`config.mk`:
```
export PLATFORM = sky130hd
export DESIGN_NAME = gcs_regs
export DESIGN_NICKNAME = d
export VERILOG_FILES = /design/src/rtl/gcs_pkg.sv /design/src/rtl/gcs_spi_frame.sv /design/src/rtl/gcs_regs.sv
export SDC_FILE = /design/constraint.sdc
export NUM_CORES = 1
export LEC_CHECK = 0
export BUFFER_PORTS_ARGS = -buffer_cell sky130_fd_sc_hd__buf_2
export CAP_MARGIN = 20
export CORE_MARGIN = 2
export CORE_UTILIZATION = 60
export CTS_CLUSTER_DIAMETER = 60
export DETAILED_ROUTE_END_ITERATION = 10
export PLACE_DENSITY = 0.89
export SKIP_CTS_REPAIR_TIMING = 1
export SYNTH_ARGS = -nofsm -noshare
export SYNTH_HDL_FRONTEND = slang
export SYNTH_SLANG_ARGS = --single-unit
```
`constraint.sdc`:
```
create_clock -name core_clk -period 3.3 [get_ports core_clk]
set_input_delay 0 -clock core_clk [delete_from_list [all_inputs] [get_ports core_clk]]
set_output_delay 0 -clock core_clk [all_outputs]
set_load 0.02 [all_outputs]
```
`src/rtl/gcs_pkg.sv`:
```
// Constants for the global configuration and status register bank.
// Assumes a 40-bit serial datagram: write flag, 7-bit address, 32-bit data.
package gcs_pkg;

  // ----------------------------------------------------------------
  // Datagram layout
  // ----------------------------------------------------------------
  localparam int DGRAM_W = 40;
  localparam int DATA_W = 32;
  localparam int ADDR_W = 7;
  localparam int WRITE_BIT = 39;
  localparam int ADDR_LSB = 32;
  localparam logic [7:0] WRITE_ADD = 8'h80;

  // ----------------------------------------------------------------
  // Register addresses
  // ----------------------------------------------------------------
  localparam logic [ADDR_W-1:0] ADDR_GLOBAL_CONFIG = 7'h00;
  localparam logic [ADDR_W-1:0] ADDR_GLOBAL_STATUS = 7'h01;
  localparam logic [ADDR_W-1:0] ADDR_TEST_SELECT = 7'h03;

  // ----------------------------------------------------------------
  // Field positions and widths
  // ----------------------------------------------------------------
  localparam int GCONF_W = 11;
  localparam int GLOBAL_STATUS_W = 4;
  localparam int TSEL_W = 4;
  localparam int GC_OUT_EN = 3;
  localparam int GC_TEST_MODE = 7;
  localparam int GC_INV_ONE = 8;
  localparam int GC_INV_TWO = 9;
  localparam int GC_LOCK = 10;
  localparam int GS_RESET = 0;
  localparam int GS_DRV_ONE = 1;
  localparam int GS_DRV_TWO = 2;
  localparam int GS_CP_UV = 3;
  localparam int STATUS_FLAGS_W = 3;

  // Writable bits of global_config; reserved bits 0..2 and 4..6 stay zero
  localparam logic [GCONF_W-1:0] GCONF_MASK = 11'h788;

  // ----------------------------------------------------------------
  // Reset values
  // ----------------------------------------------------------------
  localparam logic [GCONF_W-1:0] GCONF_RST = 11'h000;
  localparam logic [TSEL_W-1:0] TSEL_RST = 4'h0;
  localparam logic [GLOBAL_STATUS_W-1:0] GLOBAL_STATUS_RST = 4'h1;
  localparam logic [DGRAM_W-1:0] REPLY_RST = 40'h01_0000_0000;
  localparam logic [DGRAM_W-1:0] SHIFT_RST = 40'h00_0000_0000;

endpackage : gcs_pkg

```
`src/rtl/gcs_spi_frame.sv`:
```
// Serial datagram shifter for the register bank, mode 3 framing.
// Assumes SCK at most a quarter of core_clk; pins are asynchronous.
`timescale 1ns/1ns
module gcs_spi_frame
  import gcs_pkg::*;
(
  input wire logic core_clk,
  input wire logic resetn,
  input wire logic sck,
  input wire logic sdi,
  input wire logic csn,
  input wire logic [DGRAM_W-1:0] reply_word,
  output logic sdo_o,
  output logic sdo_oe,
  output logic frame_valid,
  output logic [DGRAM_W-1:0] frame_data
);

  // ----------------------------------------------------------------
  // State
  // ----------------------------------------------------------------
  typedef struct packed {
    logic [2:0] meta;
    logic [2:0] sync;
    logic [2:0] prev;
    logic [DGRAM_W-1:0] shift;
    logic sdo;
    logic valid;
    logic [DGRAM_W-1:0] frame;
  } gcs_spi_state_type;

  gcs_spi_state_type st_r;
  gcs_spi_state_type st_nxt;

  logic sck_s;
  logic sdi_s;
  logic csn_s;

  assign sck_s = st_r.sync[2];
  assign sdi_s = st_r.sync[1];
  assign csn_s = st_r.sync[0];

  // ----------------------------------------------------------------
  // Next state
  // ----------------------------------------------------------------
  always_comb
  begin
    st_nxt = st_r;
    st_nxt.meta = {sck, sdi, csn};
    st_nxt.sync = st_r.meta;
    st_nxt.prev = st_r.sync;
    st_nxt.valid = 1'b0;
    if (st_r.prev[0] && !csn_s)
    begin
      // Reply is loaded as the frame opens; first bit out before first edge
      st_nxt.shift = reply_word;
      st_nxt.sdo = reply_word[DGRAM_W-1];
    end
    else if (!csn_s)
    begin
      if (sck_s && !st_r.prev[2])
      begin
        st_nxt.shift = {st_r.shift[DGRAM_W-2:0], sdi_s};
      end
      if (!sck_s && st_r.prev[2])
      begin
        st_nxt.sdo = st_r.shift[DGRAM_W-1];
      end
    end
    else if (!st_r.prev[0])
    begin
      // Only the last 40 bits before CSN rises count, which also chains devices
      st_nxt.valid = 1'b1;
      st_nxt.frame = st_r.shift;
    end
  end

  always_ff @(posedge core_clk)
  begin
    if (!resetn)
    begin
      st_r.meta <= 3'h5;
      st_r.sync <= 3'h5;
      st_r.prev <= 3'h5;
      st_r.shift <= SHIFT_RST;
      st_r.sdo <= 1'b0;
      st_r.valid <= 1'b0;
      st_r.frame <= SHIFT_RST;
    end
    else
    begin
      st_r <= st_nxt;
    end
  end

  assign sdo_o = st_r.sdo;
  assign sdo_oe = !csn_s;
  assign frame_valid = st_r.valid;
  assign frame_data = st_r.frame;

endmodule : gcs_spi_frame

```
`src/rtl/gcs_regs.sv`:
```
// Global configuration and status register bank of a two-axis controller.
// Assumes fault inputs come from analog monitors, asynchronous to core_clk;
// the position pulse and interrupt requests come from logic on core_clk.
// The reply word is picked up by the shifter when the next frame opens.
`timescale 1ns/1ns

// Summary of operation
// - Every register holds zero after reset unless another value is given for it.
// - Address bit 7 set (address plus 0x80) marks a write; without it the access is a read.
// - Read-only ignores writes, write-only takes writes, read-write both, flags clear on read.
// - global_config sits at address 0x00, is 11 bits wide, with bits 0..2 and 4..6 reserved.
// - Config bit 3 low floats the interrupt and position pulse pins; high drives them.
// - Config bit 7 routes the analog test signal picked by the test select to right switch two.
// - Config bit 8 inverts the rotation direction of motor one.
// - Config bit 9 inverts the rotation direction of motor two.
// - Once config bit 10 is set, further global_config writes are ignored until reset.
// - Status bit 0 is set after every reset and clears when global_status is read.
// - Status bit 1 is set on a driver one shutdown and stays set until global_status is read.
// - Status bit 2 flags a driver two shutdown and bit 3 a charge pump undervoltage.
// - A driver fault flag does not clear on read while its fault is still present.
// - The reset and both driver flags are mirrored in the low three bits of the status byte.
module gcs_regs
  import gcs_pkg::*;
(
  input wire logic core_clk,
  input wire logic resetn,
  input wire logic sck,
  input wire logic sdi,
  input wire logic csn,
  output logic sdo_o,
  output logic sdo_oe,
  input wire logic driver_one_fault,
  input wire logic driver_two_fault,
  input wire logic charge_pump_undervoltage,
  input wire logic int_req,
  input wire logic position_pulse_req,
  output logic int_pin_o,
  output logic int_pin_oe,
  output logic position_pulse_pin_o,
  output logic position_pulse_pin_oe,
  output logic right_switch_two_test_en,
  output logic [TSEL_W-1:0] test_select,
  output logic invert_dir_motor_one,
  output logic invert_dir_motor_two
);

  // ----------------------------------------------------------------
  // State
  // ----------------------------------------------------------------
  typedef struct packed {
    logic [2:0] fault_meta;
    logic [2:0] fault_sync;
    logic [GCONF_W-1:0] gconf;
    logic [TSEL_W-1:0] tsel;
    logic [GLOBAL_STATUS_W-1:0] global_status;
    logic [DGRAM_W-1:0] reply;
    logic int_out;
    logic pulse_out;
  } gcs_regs_state_type;

  gcs_regs_state_type st_r;
  gcs_regs_state_type st_nxt;

  logic frame_valid;
  logic [DGRAM_W-1:0] frame_data;

  gcs_spi_frame u_spi (
    .core_clk(core_clk),
    .resetn(resetn),
    .sck(sck),
    .sdi(sdi),
    .csn(csn),
    .reply_word(st_r.reply),
    .sdo_o(sdo_o),
    .sdo_oe(sdo_oe),
    .frame_valid(frame_valid),
    .frame_data(frame_data)
  );

  // ----------------------------------------------------------------
  // Datagram decode
  // ----------------------------------------------------------------
  function automatic logic hits(input logic [DGRAM_W-1:0] dg, input logic [ADDR_W-1:0] a);
    hits = (dg[ADDR_LSB +: ADDR_W] == a);
  endfunction : hits

  // Upper status bits belong to ramp logic outside this bank
  function automatic logic [7:0] status_byte(input logic [STATUS_FLAGS_W-1:0] flags);
    status_byte = 8'(flags);
  endfunction : status_byte

  logic is_write;
  logic rd_global_status;
  logic [DATA_W-1:0] wdata;
  logic [2:0] fault_now;

  assign is_write = frame_data[WRITE_BIT];
  assign wdata = frame_data[DATA_W-1:0];
  assign rd_global_status = frame_valid && !is_write && hits(frame_data, ADDR_GLOBAL_STATUS);
  assign fault_now = st_r.fault_sync;

  // ----------------------------------------------------------------
  // Write strobes
  // ----------------------------------------------------------------
  logic gconf_locked;
  logic wr_gconf;
  logic wr_tsel;

  // lock holds until reset
  // The lock bit refuses its own clearing too; only reset frees it
  assign gconf_locked = st_r.gconf[GC_LOCK];
  assign wr_gconf = frame_valid && is_write && hits(frame_data, ADDR_GLOBAL_CONFIG)
    && !gconf_locked;
  assign wr_tsel = frame_valid && is_write && hits(frame_data, ADDR_TEST_SELECT);

  // ----------------------------------------------------------------
  // Next state
  // ----------------------------------------------------------------
  always_comb
  begin
    logic [DATA_W-1:0] rdata;
    rdata = '0;
    st_nxt = st_r;
    // Fault monitors are analog, so two flops before any use
    st_nxt.fault_meta = {charge_pump_undervoltage, driver_two_fault, driver_one_fault};
    st_nxt.fault_sync = st_r.fault_meta;

    if (rd_global_status)
    begin
      st_nxt.global_status = '0;
    end
    // driver one, driver two and charge pump flags
    // present fault blocks the clear
    // Set comes after the clear, so a fault in the read cycle is never lost
    for (int i = 0; i < 3; i++)
    begin
      if (fault_now[i])
      begin
        st_nxt.global_status[GS_DRV_ONE + i] = 1'b1;
      end
    end

    if (wr_gconf)
    begin
      st_nxt.gconf = wdata[GCONF_W-1:0] & GCONF_MASK;
    end
    if (wr_tsel)
    begin
      st_nxt.tsel = wdata[TSEL_W-1:0];
    end

    // reserved and write-only read as zero
    if (hits(frame_data, ADDR_GLOBAL_CONFIG))
    begin
      rdata[GCONF_W-1:0] = st_r.gconf;
    end
    else if (hits(frame_data, ADDR_GLOBAL_STATUS))
    begin
      rdata[GLOBAL_STATUS_W-1:0] = st_r.global_status;
    end

    // status byte latched at end of access
    // Flags after this frame's clear, so a reply never shows a flag already read
    if (frame_valid)
    begin
      st_nxt.reply = '0;
      st_nxt.reply[DGRAM_W-1:ADDR_LSB] = status_byte(st_nxt.global_status[STATUS_FLAGS_W-1:0]);
      if (!is_write)
      begin
        st_nxt.reply[DATA_W-1:0] = rdata;
      end
    end

    st_nxt.int_out = int_req;
    st_nxt.pulse_out = position_pulse_req;
  end

  // ----------------------------------------------------------------
  // Registers
  // ----------------------------------------------------------------
  always_ff @(posedge core_clk)
  begin
    if (!resetn)
    begin
      // zero after reset, except the reset status flag and the reply
      // Synchronisers start at the idle level: no false fault after reset
      st_r.fault_meta <= 3'h0;
      st_r.fault_sync <= 3'h0;
      st_r.gconf <= GCONF_RST;
      st_r.tsel <= TSEL_RST;
      st_r.global_status <= GLOBAL_STATUS_RST;
      st_r.reply <= REPLY_RST;
      st_r.int_out <= 1'b0;
      st_r.pulse_out <= 1'b0;
    end
    else
    begin
      st_r <= st_nxt;
    end
  end

  // ----------------------------------------------------------------
  // Outputs
  // ----------------------------------------------------------------
  // Floating pins need board pull-ups while the enable is low
  // pins float unless enabled
  assign int_pin_o = st_r.int_out;
  assign int_pin_oe = st_r.gconf[GC_OUT_EN];
  assign position_pulse_pin_o = st_r.pulse_out;
  assign position_pulse_pin_oe = st_r.gconf[GC_OUT_EN];
  // analog test route to right switch two
  assign right_switch_two_test_en = st_r.gconf[GC_TEST_MODE];
  assign test_select = st_r.tsel;
  assign invert_dir_motor_one = st_r.gconf[GC_INV_ONE];
  assign invert_dir_motor_two = st_r.gconf[GC_INV_TWO];

endmodule : gcs_regs

```
==> results of run 1 <==
cells by family (layout without fill, tap and decap cells):
kind of cell    count (synthesis)  after routing  share of synthesized area
compound gates                 85             85                      0.140
mux                            10             10                     0.0280
buf+inv                        36             55                     0.0483
simple gates                  185            185                      0.242
flops                          98             98                      0.541
flip-flops by register name, summed over array words and instances, names as in the netlist, 3 cells and up:
name / cells
fault_now: 3
st_nxt: 3
st_r: 15
test_select: 4
u_spi.frame_data: 16
u_spi.st_nxt: 3
u_spi.st_r: 42
per-stage QoR:
step	total power [mW]	setup slack (ns)	utilization	instance area, sq um	std cells
after floorplan	1.29	1.94	-	3620	414
final	2.12	1.50	0.684	4030	508
after global routing	2.18	1.32	0.684	4030	508
after CTS	2.12	1.47	0.670	3950	500
after global placement	1.30	1.49	0.629	3700	482
after detailed placement	1.31	1.50	0.633	3730	484
cell type report:
cell class                      count  area [sq um]  area share
Inverter                            3          11.3     0.00280
Multi-Input combinational cell    280          1490       0.371
Clock buffer                       11           141      0.0351
Clock inverter                      5          77.6      0.0193
Tap cell                           75          93.8      0.0233
Timing Repair Buffer               36           246      0.0612
Sequential cell                    98          1960       0.487
cell usage after synthesis (2+ instances only):
cell type / instances
nand2_1: 133
dfxtp_1: 98
a21oi_1: 27
a21boi_0: 20
o21ai_0: 20
clkbuf_1: 15
a31oi_1: 13
nand2b_1: 12
and2_1: 11
buf_2: 11
mux2i_1: 9
buf_4: 5
nand4_1: 4
nor2b_1: 4
and3b_1: 3
inv_1: 3
nand3b_1: 3
a32oi_1: 2
nand3_1: 2
nand4b_1: 2
nor2_1: 2
nor3b_1: 2
critical path: cells and delay by family, from the launching register on:
family,cells,cell delay (ns)
compound gates,1,0.34
buf+inv,1,0.25
flops,1,0.45
simple gates,2,0.68
report_power, final:
| part | internal, mW | total [mW] | switching [mW] |
|---|---|---|---|
| logic | 0.0308 | 0.0738 | 0.0430 |
| registers | 1.20 | 1.21 | 0.0116 |
| clock network | 0.445 | 0.831 | 0.385 |
routing by layer:
metal / global-route usage / up-vias / wire length (microns)
met5: 0 / - / 0
li1: - / 1396 / -
met3: 0.0582 / 9 / 200
met1: 0.270 / 1284 / 3130
met4: 0.0900 / 0 / 114
met2: 0.359 / 37 / 3140
worst max-delay path by stage:
stage,cells after the start,startpoint,slack (ns),end
5_1_grt,4,u_spi.csn_s,1.32,u_spi.st_r[58]
2_1_floorplan,3,u_spi.frame_data[34],1.94,st_r[34]
3_3_place_gp,3,u_spi.csn_s,1.49,u_spi.st_r[46]
4_1_cts,4,u_spi.csn_s,1.47,u_spi.st_r[70]
6_report,4,u_spi.csn_s,1.50,u_spi.st_r[70]
3_5_place_dp,4,u_spi.csn_s,1.50,u_spi.st_r[70]
cell usage in the layout (no fill, tap or decap), types with 2 or more instances in the layout:
cell	Yosys	final
clkbuf_8	0	10
bufinv_16	0	2
clkinv_2	0	2
nor2b_1	4	4
nand3b_1	3	3
and3b_1	3	3
a31oi_1	13	13
buf_4	5	4
dlygate4sd3_1	0	8
nand3_1	2	2
nand4b_1	2	2
dfxtp_1	98	98
nor3b_2	1	2
and2_1	11	11
nand2b_1	12	12
a21boi_0	20	20
inv_1	3	3
buf_2	11	22
a32oi_1	2	2
nand4_1	4	4
nor2_1	2	2
a21oi_1	27	27
mux2i_1	9	9
o21ai_0	20	20
nand2_1	133	133
==> results.md, run 1 <==
- Status: complete, no violations
- WP data required: 3.56 ns
- Total number of vias: 2726
- Crit-path max FO: 28
- IO Count: 23
- Largest cells by area after synthesis: dfxtp_1 (54%), nand2_1 (14%), a21boi_0 (4.1%)
- Initial antenna violation count: 0
- Register area share after synthesis: 0.541
- Setup_tns: 0 ns
- Detailed-route DRC error count: 0
- Clk sink count: 98
- Die footprint: 0.00668 sq mm
- Startpoint of the worst hold path: resetn
- Avg Cell Area, Syn: 8.76 sq um
- Post-Route WL: 6580 microns
- Post-DRT Antenna Nets: 0
- Area grow syn2layout: 11.0%
- Die width: 81.7 microns
- Skew-Pair Late Insertion Delay: 0.35 ns
- Clock Root Buffer: clkbuf_8
- FP Rows: 28
- HP Class: in -> reg
- Vias per inst: 5.37
- Asr flop ratio synth: 0
- Diode count: 0
- Max-Cap Viols: 0
- Endpoints failing setup: 0
- First-pass GRT wire length: 11000 microns
- Slowest library cell on the worst path: nand2_1
- Gr usage total: 0.218
- Reg2Reg Depth: 4
- Number of synthesized flops with an enable pin: 0
- Layout cells sized above 1: 0.111
- Hold Path Depth: 2
- Internal reg-to-reg setup slack: 1.50 ns
- CTS tree: yes
- Pins over their slew limit: 0
- Worst-path clk slew: 0.08 ns
- Largest net degree at the start of global routing: 45
- Crit-path cells: nand2b_1 > buf_4 > nand2_1 > a21oi_1
- RSZ-0062 raised after global routing: false
- GR Overflow Total: 0
- R2r endpoint: u_spi.st_r[70]
- H-tree levels: 3
- Yosys top cell by area: dfxtp_1
- Initial Util: 0.616
- CTS max path bufs: 2
- Slowest stage delay, CP: 0.54 ns
- Total CTS buffers: 9
- WHS: 0.137 ns
- R2R Path Start: u_spi.csn_s
- Post-synth cell types: 35
- Crit path time final: 1.80 ns
- DR pass1 iterations: 4
- Critical Path AT: 2.06 ns
- Filler Cells Inserted: 430
- Core Area: 0.00589 sq mm
- Max Freq: 0.555 GHz
- Die height: 81.7 microns
- Vias in the first global route: 2458
- Crit path capture type: flip-flop
- Post-detail-place hpwl: 4230 microns
- Register bit total from synthesis: 98
- Cell area power density: 526 mW/mm^2
- Worst Tran Pin Value: 0.861 ns
- Max VDD drop: 354 uV
- Yosys warnings: 0
- P_leak: 1.45 nW
- Final Wtd Congestion: 0.739
- NumNets Final: 438
- Drt wl/cell: 12.9 microns
- Mapped Cells: 414
- Final worst-path cycle share: 0.546
- Critical path class: reg -> reg
- Skew final: 0.00829 ns
- Synthesized cell area: 0.00362 sq mm
- Initial DRC count: 165
- Hold Violations, Final: 0
- WHS Endpoint: st_r[34]
- Area share of the largest cell type after synthesis: 0.541
- Net Count, Synth: 424
- Max_slew headroom: 0.424
- IO buf count: 22
- Top_reg_cell synth: dfxtp_1
- Worst setup SP type: flip-flop
Power figures use the tool's default switching activity.
==> inputs of run 2 (changes only) <==
--- a/config.mk
+++ b/config.mk
@@ -5,13 +5,14 @@
 export SDC_FILE = /design/constraint.sdc
 export NUM_CORES = 1
 export LEC_CHECK = 0
+export ABC_AREA = 1
 export BUFFER_PORTS_ARGS = -buffer_cell sky130_fd_sc_hd__buf_2
 export CAP_MARGIN = 20
 export CORE_MARGIN = 2
-export CORE_UTILIZATION = 60
+export CORE_UTILIZATION = 59
 export CTS_CLUSTER_DIAMETER = 60
 export DETAILED_ROUTE_END_ITERATION = 10
-export PLACE_DENSITY = 0.89
+export PLACE_DENSITY = 0.88
 export SKIP_CTS_REPAIR_TIMING = 1
 export SYNTH_ARGS = -nofsm -noshare
 export SYNTH_HDL_FRONTEND = slang
==> constraint.sdc (replaced) <==
create_clock -name core_clk -period 1.9 [get_ports core_clk]
set_input_delay 0 -clock core_clk [delete_from_list [all_inputs] [get_ports core_clk]]
set_output_delay 0 -clock core_clk [all_outputs]
set_load 0.02 [all_outputs]
==> results.md, run 2 <==
- NumNets Final: 478 (+9.1%)
- Asr flop ratio synth: 0 (unchanged)
- Hold Path Depth: 4 (+2)
- Commonest cells in the netlist: dfxtp_1 (98), nand2_1 (69), nor2_1 (54), o21ai_0 (48)
- Post-detail-place hpwl: 4570 microns (+7.9%)
- Crit path capture type: flip-flop
- Final worst-path cycle share: 0.818 (+0.272)
- Status: complete, no violations
- Placed cell count: 519 (+7.2%)
- Skew final: 0.00774 ns (-0.000550 ns)
- Register bit total from synthesis: 98 (unchanged)
- Critical path class: reg -> reg
- GR Overflow Total: 0 (unchanged)
- Filler Cells Inserted: 459 (+6.7%)
- Diode count: 0 (unchanged)
- Net switching power figure: 887 uW (+100%)
- Most frequent cells in the layout: dfxtp_1 (98), nand2_1 (69), nor2_1 (54)
- CTS max path bufs: 2 (unchanged)
- Total CTS buffers: 9 (unchanged)
- IO buf count: 22 (unchanged)
- Vias per inst: 5.31 (-0.96%)
- Number of synthesized flops with an enable pin: 0 (unchanged)
- R2r endpoint: u_spi.st_r[74]
- Hold Violations, Final: 0 (unchanged)
- Total number of vias: 2907 (+6.6%)
- Synthesized cell area: 0.00363 sq mm (+0.17%)
- Endpoints failing setup: 0 (unchanged)
- Max-Cap Viols: 0 (unchanged)
- Largest net degree at the start of global routing: 38 (-16%)
- Gr usage total: 0.232 (+0.0139)
- RSZ-0062 raised after global routing: false
- Yosys top cell by area: dfxtp_1
- Die footprint: 0.00680 sq mm (+1.8%)
- Detailed-route DRC error count: 0 (unchanged)
- Clk sink count: 98 (unchanged)
- Int Power: 2.85 mW (+70%)
- Final Wtd Congestion: 0.822 (+11%)
- Post-synth cell types: 27 (-23%)
- FP Rows: 28 (unchanged)
- Initial Util: 0.613 (-0.00259)
- Die width: 82.5 microns (+0.89%)
- Pins over their slew limit: 0 (unchanged)
- Max Freq: 0.643 GHz (+16%)
- Avg Cell Area, Syn: 8.16 sq um (-6.8%)
- Largest cells by area after synthesis: dfxtp_1 (54%), nand2_1 (7.1%), o21ai_0 (6.6%)
- Layout cells sized above 1: 0.133 (+0.0226)
- Crit path time final: 1.55 ns (-0.249 ns)
- Clock Root Buffer: clkbuf_8
- Initial antenna violation count: 0 (unchanged)
- Drt wl/cell: 13.1 microns (+1.1%)
- P_leak: 1.64 nW (+13%)
- H-tree levels: 3 (unchanged)
- CTS tree: yes
- Seq pwr share: 0.580 (+0.007)
- Post-DRT Antenna Nets: 0 (unchanged)
- Top_reg_cell synth: dfxtp_1
- Commonest non-fill, non-tap cell in the layout: dfxtp_1
- Top-count cell post-synth: dfxtp_1
- Core Area: 0.00592 sq mm (+0.60%)
- Max reg flops: 42 (unchanged)
- Mapped Cells: 445 (+7.5%)
- Clock power share: 0.354 (-0.038)
- DR pass1 iterations: 4 (unchanged)
- Net Count, Synth: 455 (+7.3%)
- Setup_tns: 0 ns (unchanged)
- Max VDD drop: 679 uV (+92%)
- Area share of the largest cell type after synthesis: 0.540 (-0.000933)
- Reg2Reg Depth: 6 (+2)
- Non-filler cells, final: 547 (+7.7%)
- Vias in the first global route: 2613 (+6.3%)
- Biggest register: u_spi.st_r
- Critical Path AT: 1.84 ns (-0.22 ns)
- IO Count: 23 (unchanged)
- Max_slew headroom: 0.718 (+0.294)
- Die height: 82.5 microns (+0.89%)
- Worst setup SP type: flip-flop
- First-pass GRT wire length: 11900 microns (+8.5%)
- Worst-path clk slew: 0.09 ns (about the same)
- Crit-path max FO: 27 (-3.6%)
- Combinational share of power: 0.066 (+0.031)
- R2R Path Start: u_spi.csn_s
- Yosys warnings: 0 (unchanged)
- Skew-Pair Late Insertion Delay: 0.36 ns (about the same)
- HP Class: in -> reg
- Post-Route WL: 7160 microns (+8.8%)
- Area grow syn2layout: 10.5%
- Startpoint of the worst hold path: driver_one_fault
- WP data required: 2.19 ns (-1.37 ns)
- Cell area power density: 933 mW/mm^2 (+77%)
- Register area share after synthesis: 0.540 (-0.000933)
- Internal reg-to-reg setup slack: 0.35 ns (-1.15 ns)
- Initial DRC count: 235 (+42%)
- WHS Endpoint: st_nxt[61]
- Net Sw Frac: 0.237 (+0.0292)
- Worst Tran Pin Value: 0.422 ns (-0.439 ns)
[run 2: cell types whose count changed after synthesis, sizes merged, moves of 11 or more]
cell | before | now
nor2 | 2 | 59
nand2b | 12 | 0
a21oi | 27 | 42
a21boi | 21 | 0
inv | 3 | 49
nand3 | 2 | 20
o21ai | 20 | 49
nand2 | 133 | 72
and2 | 11 | 0
[run 2: power by group through the flow]
stage	sequential (mW)	combinational, mW	clock, mW
3_3_place_gp	2.21	0.213	0
6_report	2.17	0.248	1.33
2_1_floorplan	2.21	0.186	0
3_5_place_dp	2.21	0.225	0
4_1_cts	2.17	0.226	1.33
5_1_grt	2.18	0.284	1.41
[run 2: worst max-delay path, stage by stage, from the launching register on]
cell     delay [ns]
dfxtp_1        0.36
inv_4          0.13
nand3_4        0.21
nand2_4        0.21
buf_4          0.28
o21ai_0        0.13
a31oi_1        0.17
[run 2: worst max-delay path by stage]
stage	end	startpoint	cells past startpoint	slack, ns
after global placement	u_spi.st_r[76]	u_spi.csn_s	6	0.48
after CTS	u_spi.st_r[74]	u_spi.csn_s	6	0.35
final	u_spi.st_r[74]	u_spi.csn_s	6	0.35
after floorplan	u_spi.frame_data[3]	u_spi.csn_s	6	0.77
after global routing	u_spi.st_r[74]	u_spi.csn_s	6	0.19
after detailed placement	u_spi.st_r[45]	u_spi.csn_s	6	0.41
[run 2: through the flow]
step	total power, mW	util	worst slack [ns]	hold slack [ns]	instance area (sq um)
after floorplan	2.39	-	0.772	0.0976	3630
after global placement	2.43	0.623	0.478	0.182	3690
after detailed placement	2.44	0.623	0.408	0.187	3690
after CTS	3.73	0.656	0.353	-0.191	3880
after global routing	3.87	0.678	0.186	0.358	4010
final	3.74	0.678	0.346	0.362	4010
[run 2: cells by family (layout without fill, tap and decap cells)]
| kind of cell | count (synthesis) | count (layout) | synth area share |
|---|---|---|---|
| AO/OA/AOI/OAI | 109 | 109 | 0.159 |
| buffers and inverters | 75 | 102 | 0.0972 |
| flip-flops | 98 | 98 | 0.540 |
| AND/OR/NAND/NOR | 163 | 163 | 0.203 |
[run 2: area by class of cell]
| type | count | area [sq um] | area share |
|---|---|---|---|
| clock buffers | 10 | 138 | 0.0343 |
| clock inverters | 5 | 53.8 | 0.0134 |
| repair buffers | 38 | 263 | 0.0655 |
| inverters | 49 | 186 | 0.0465 |
| multi-input cells | 272 | 1320 | 0.328 |
| well taps | 75 | 93.8 | 0.0234 |
| flip-flops and latches | 98 | 1960 | 0.489 |
[run 2: metal layers]
| metal | wire length [microns] | global-route usage | vias up |
|---|---|---|---|
| li1 | - | - | 1477 |
| met1 | 3220 | 0.307 | 1341 |
| met5 | 0 | 0 | - |
| met4 | 167 | 0.110 | 0 |
| met2 | 3420 | 0.373 | 75 |
| met3 | 347 | 0.0337 | 14 |
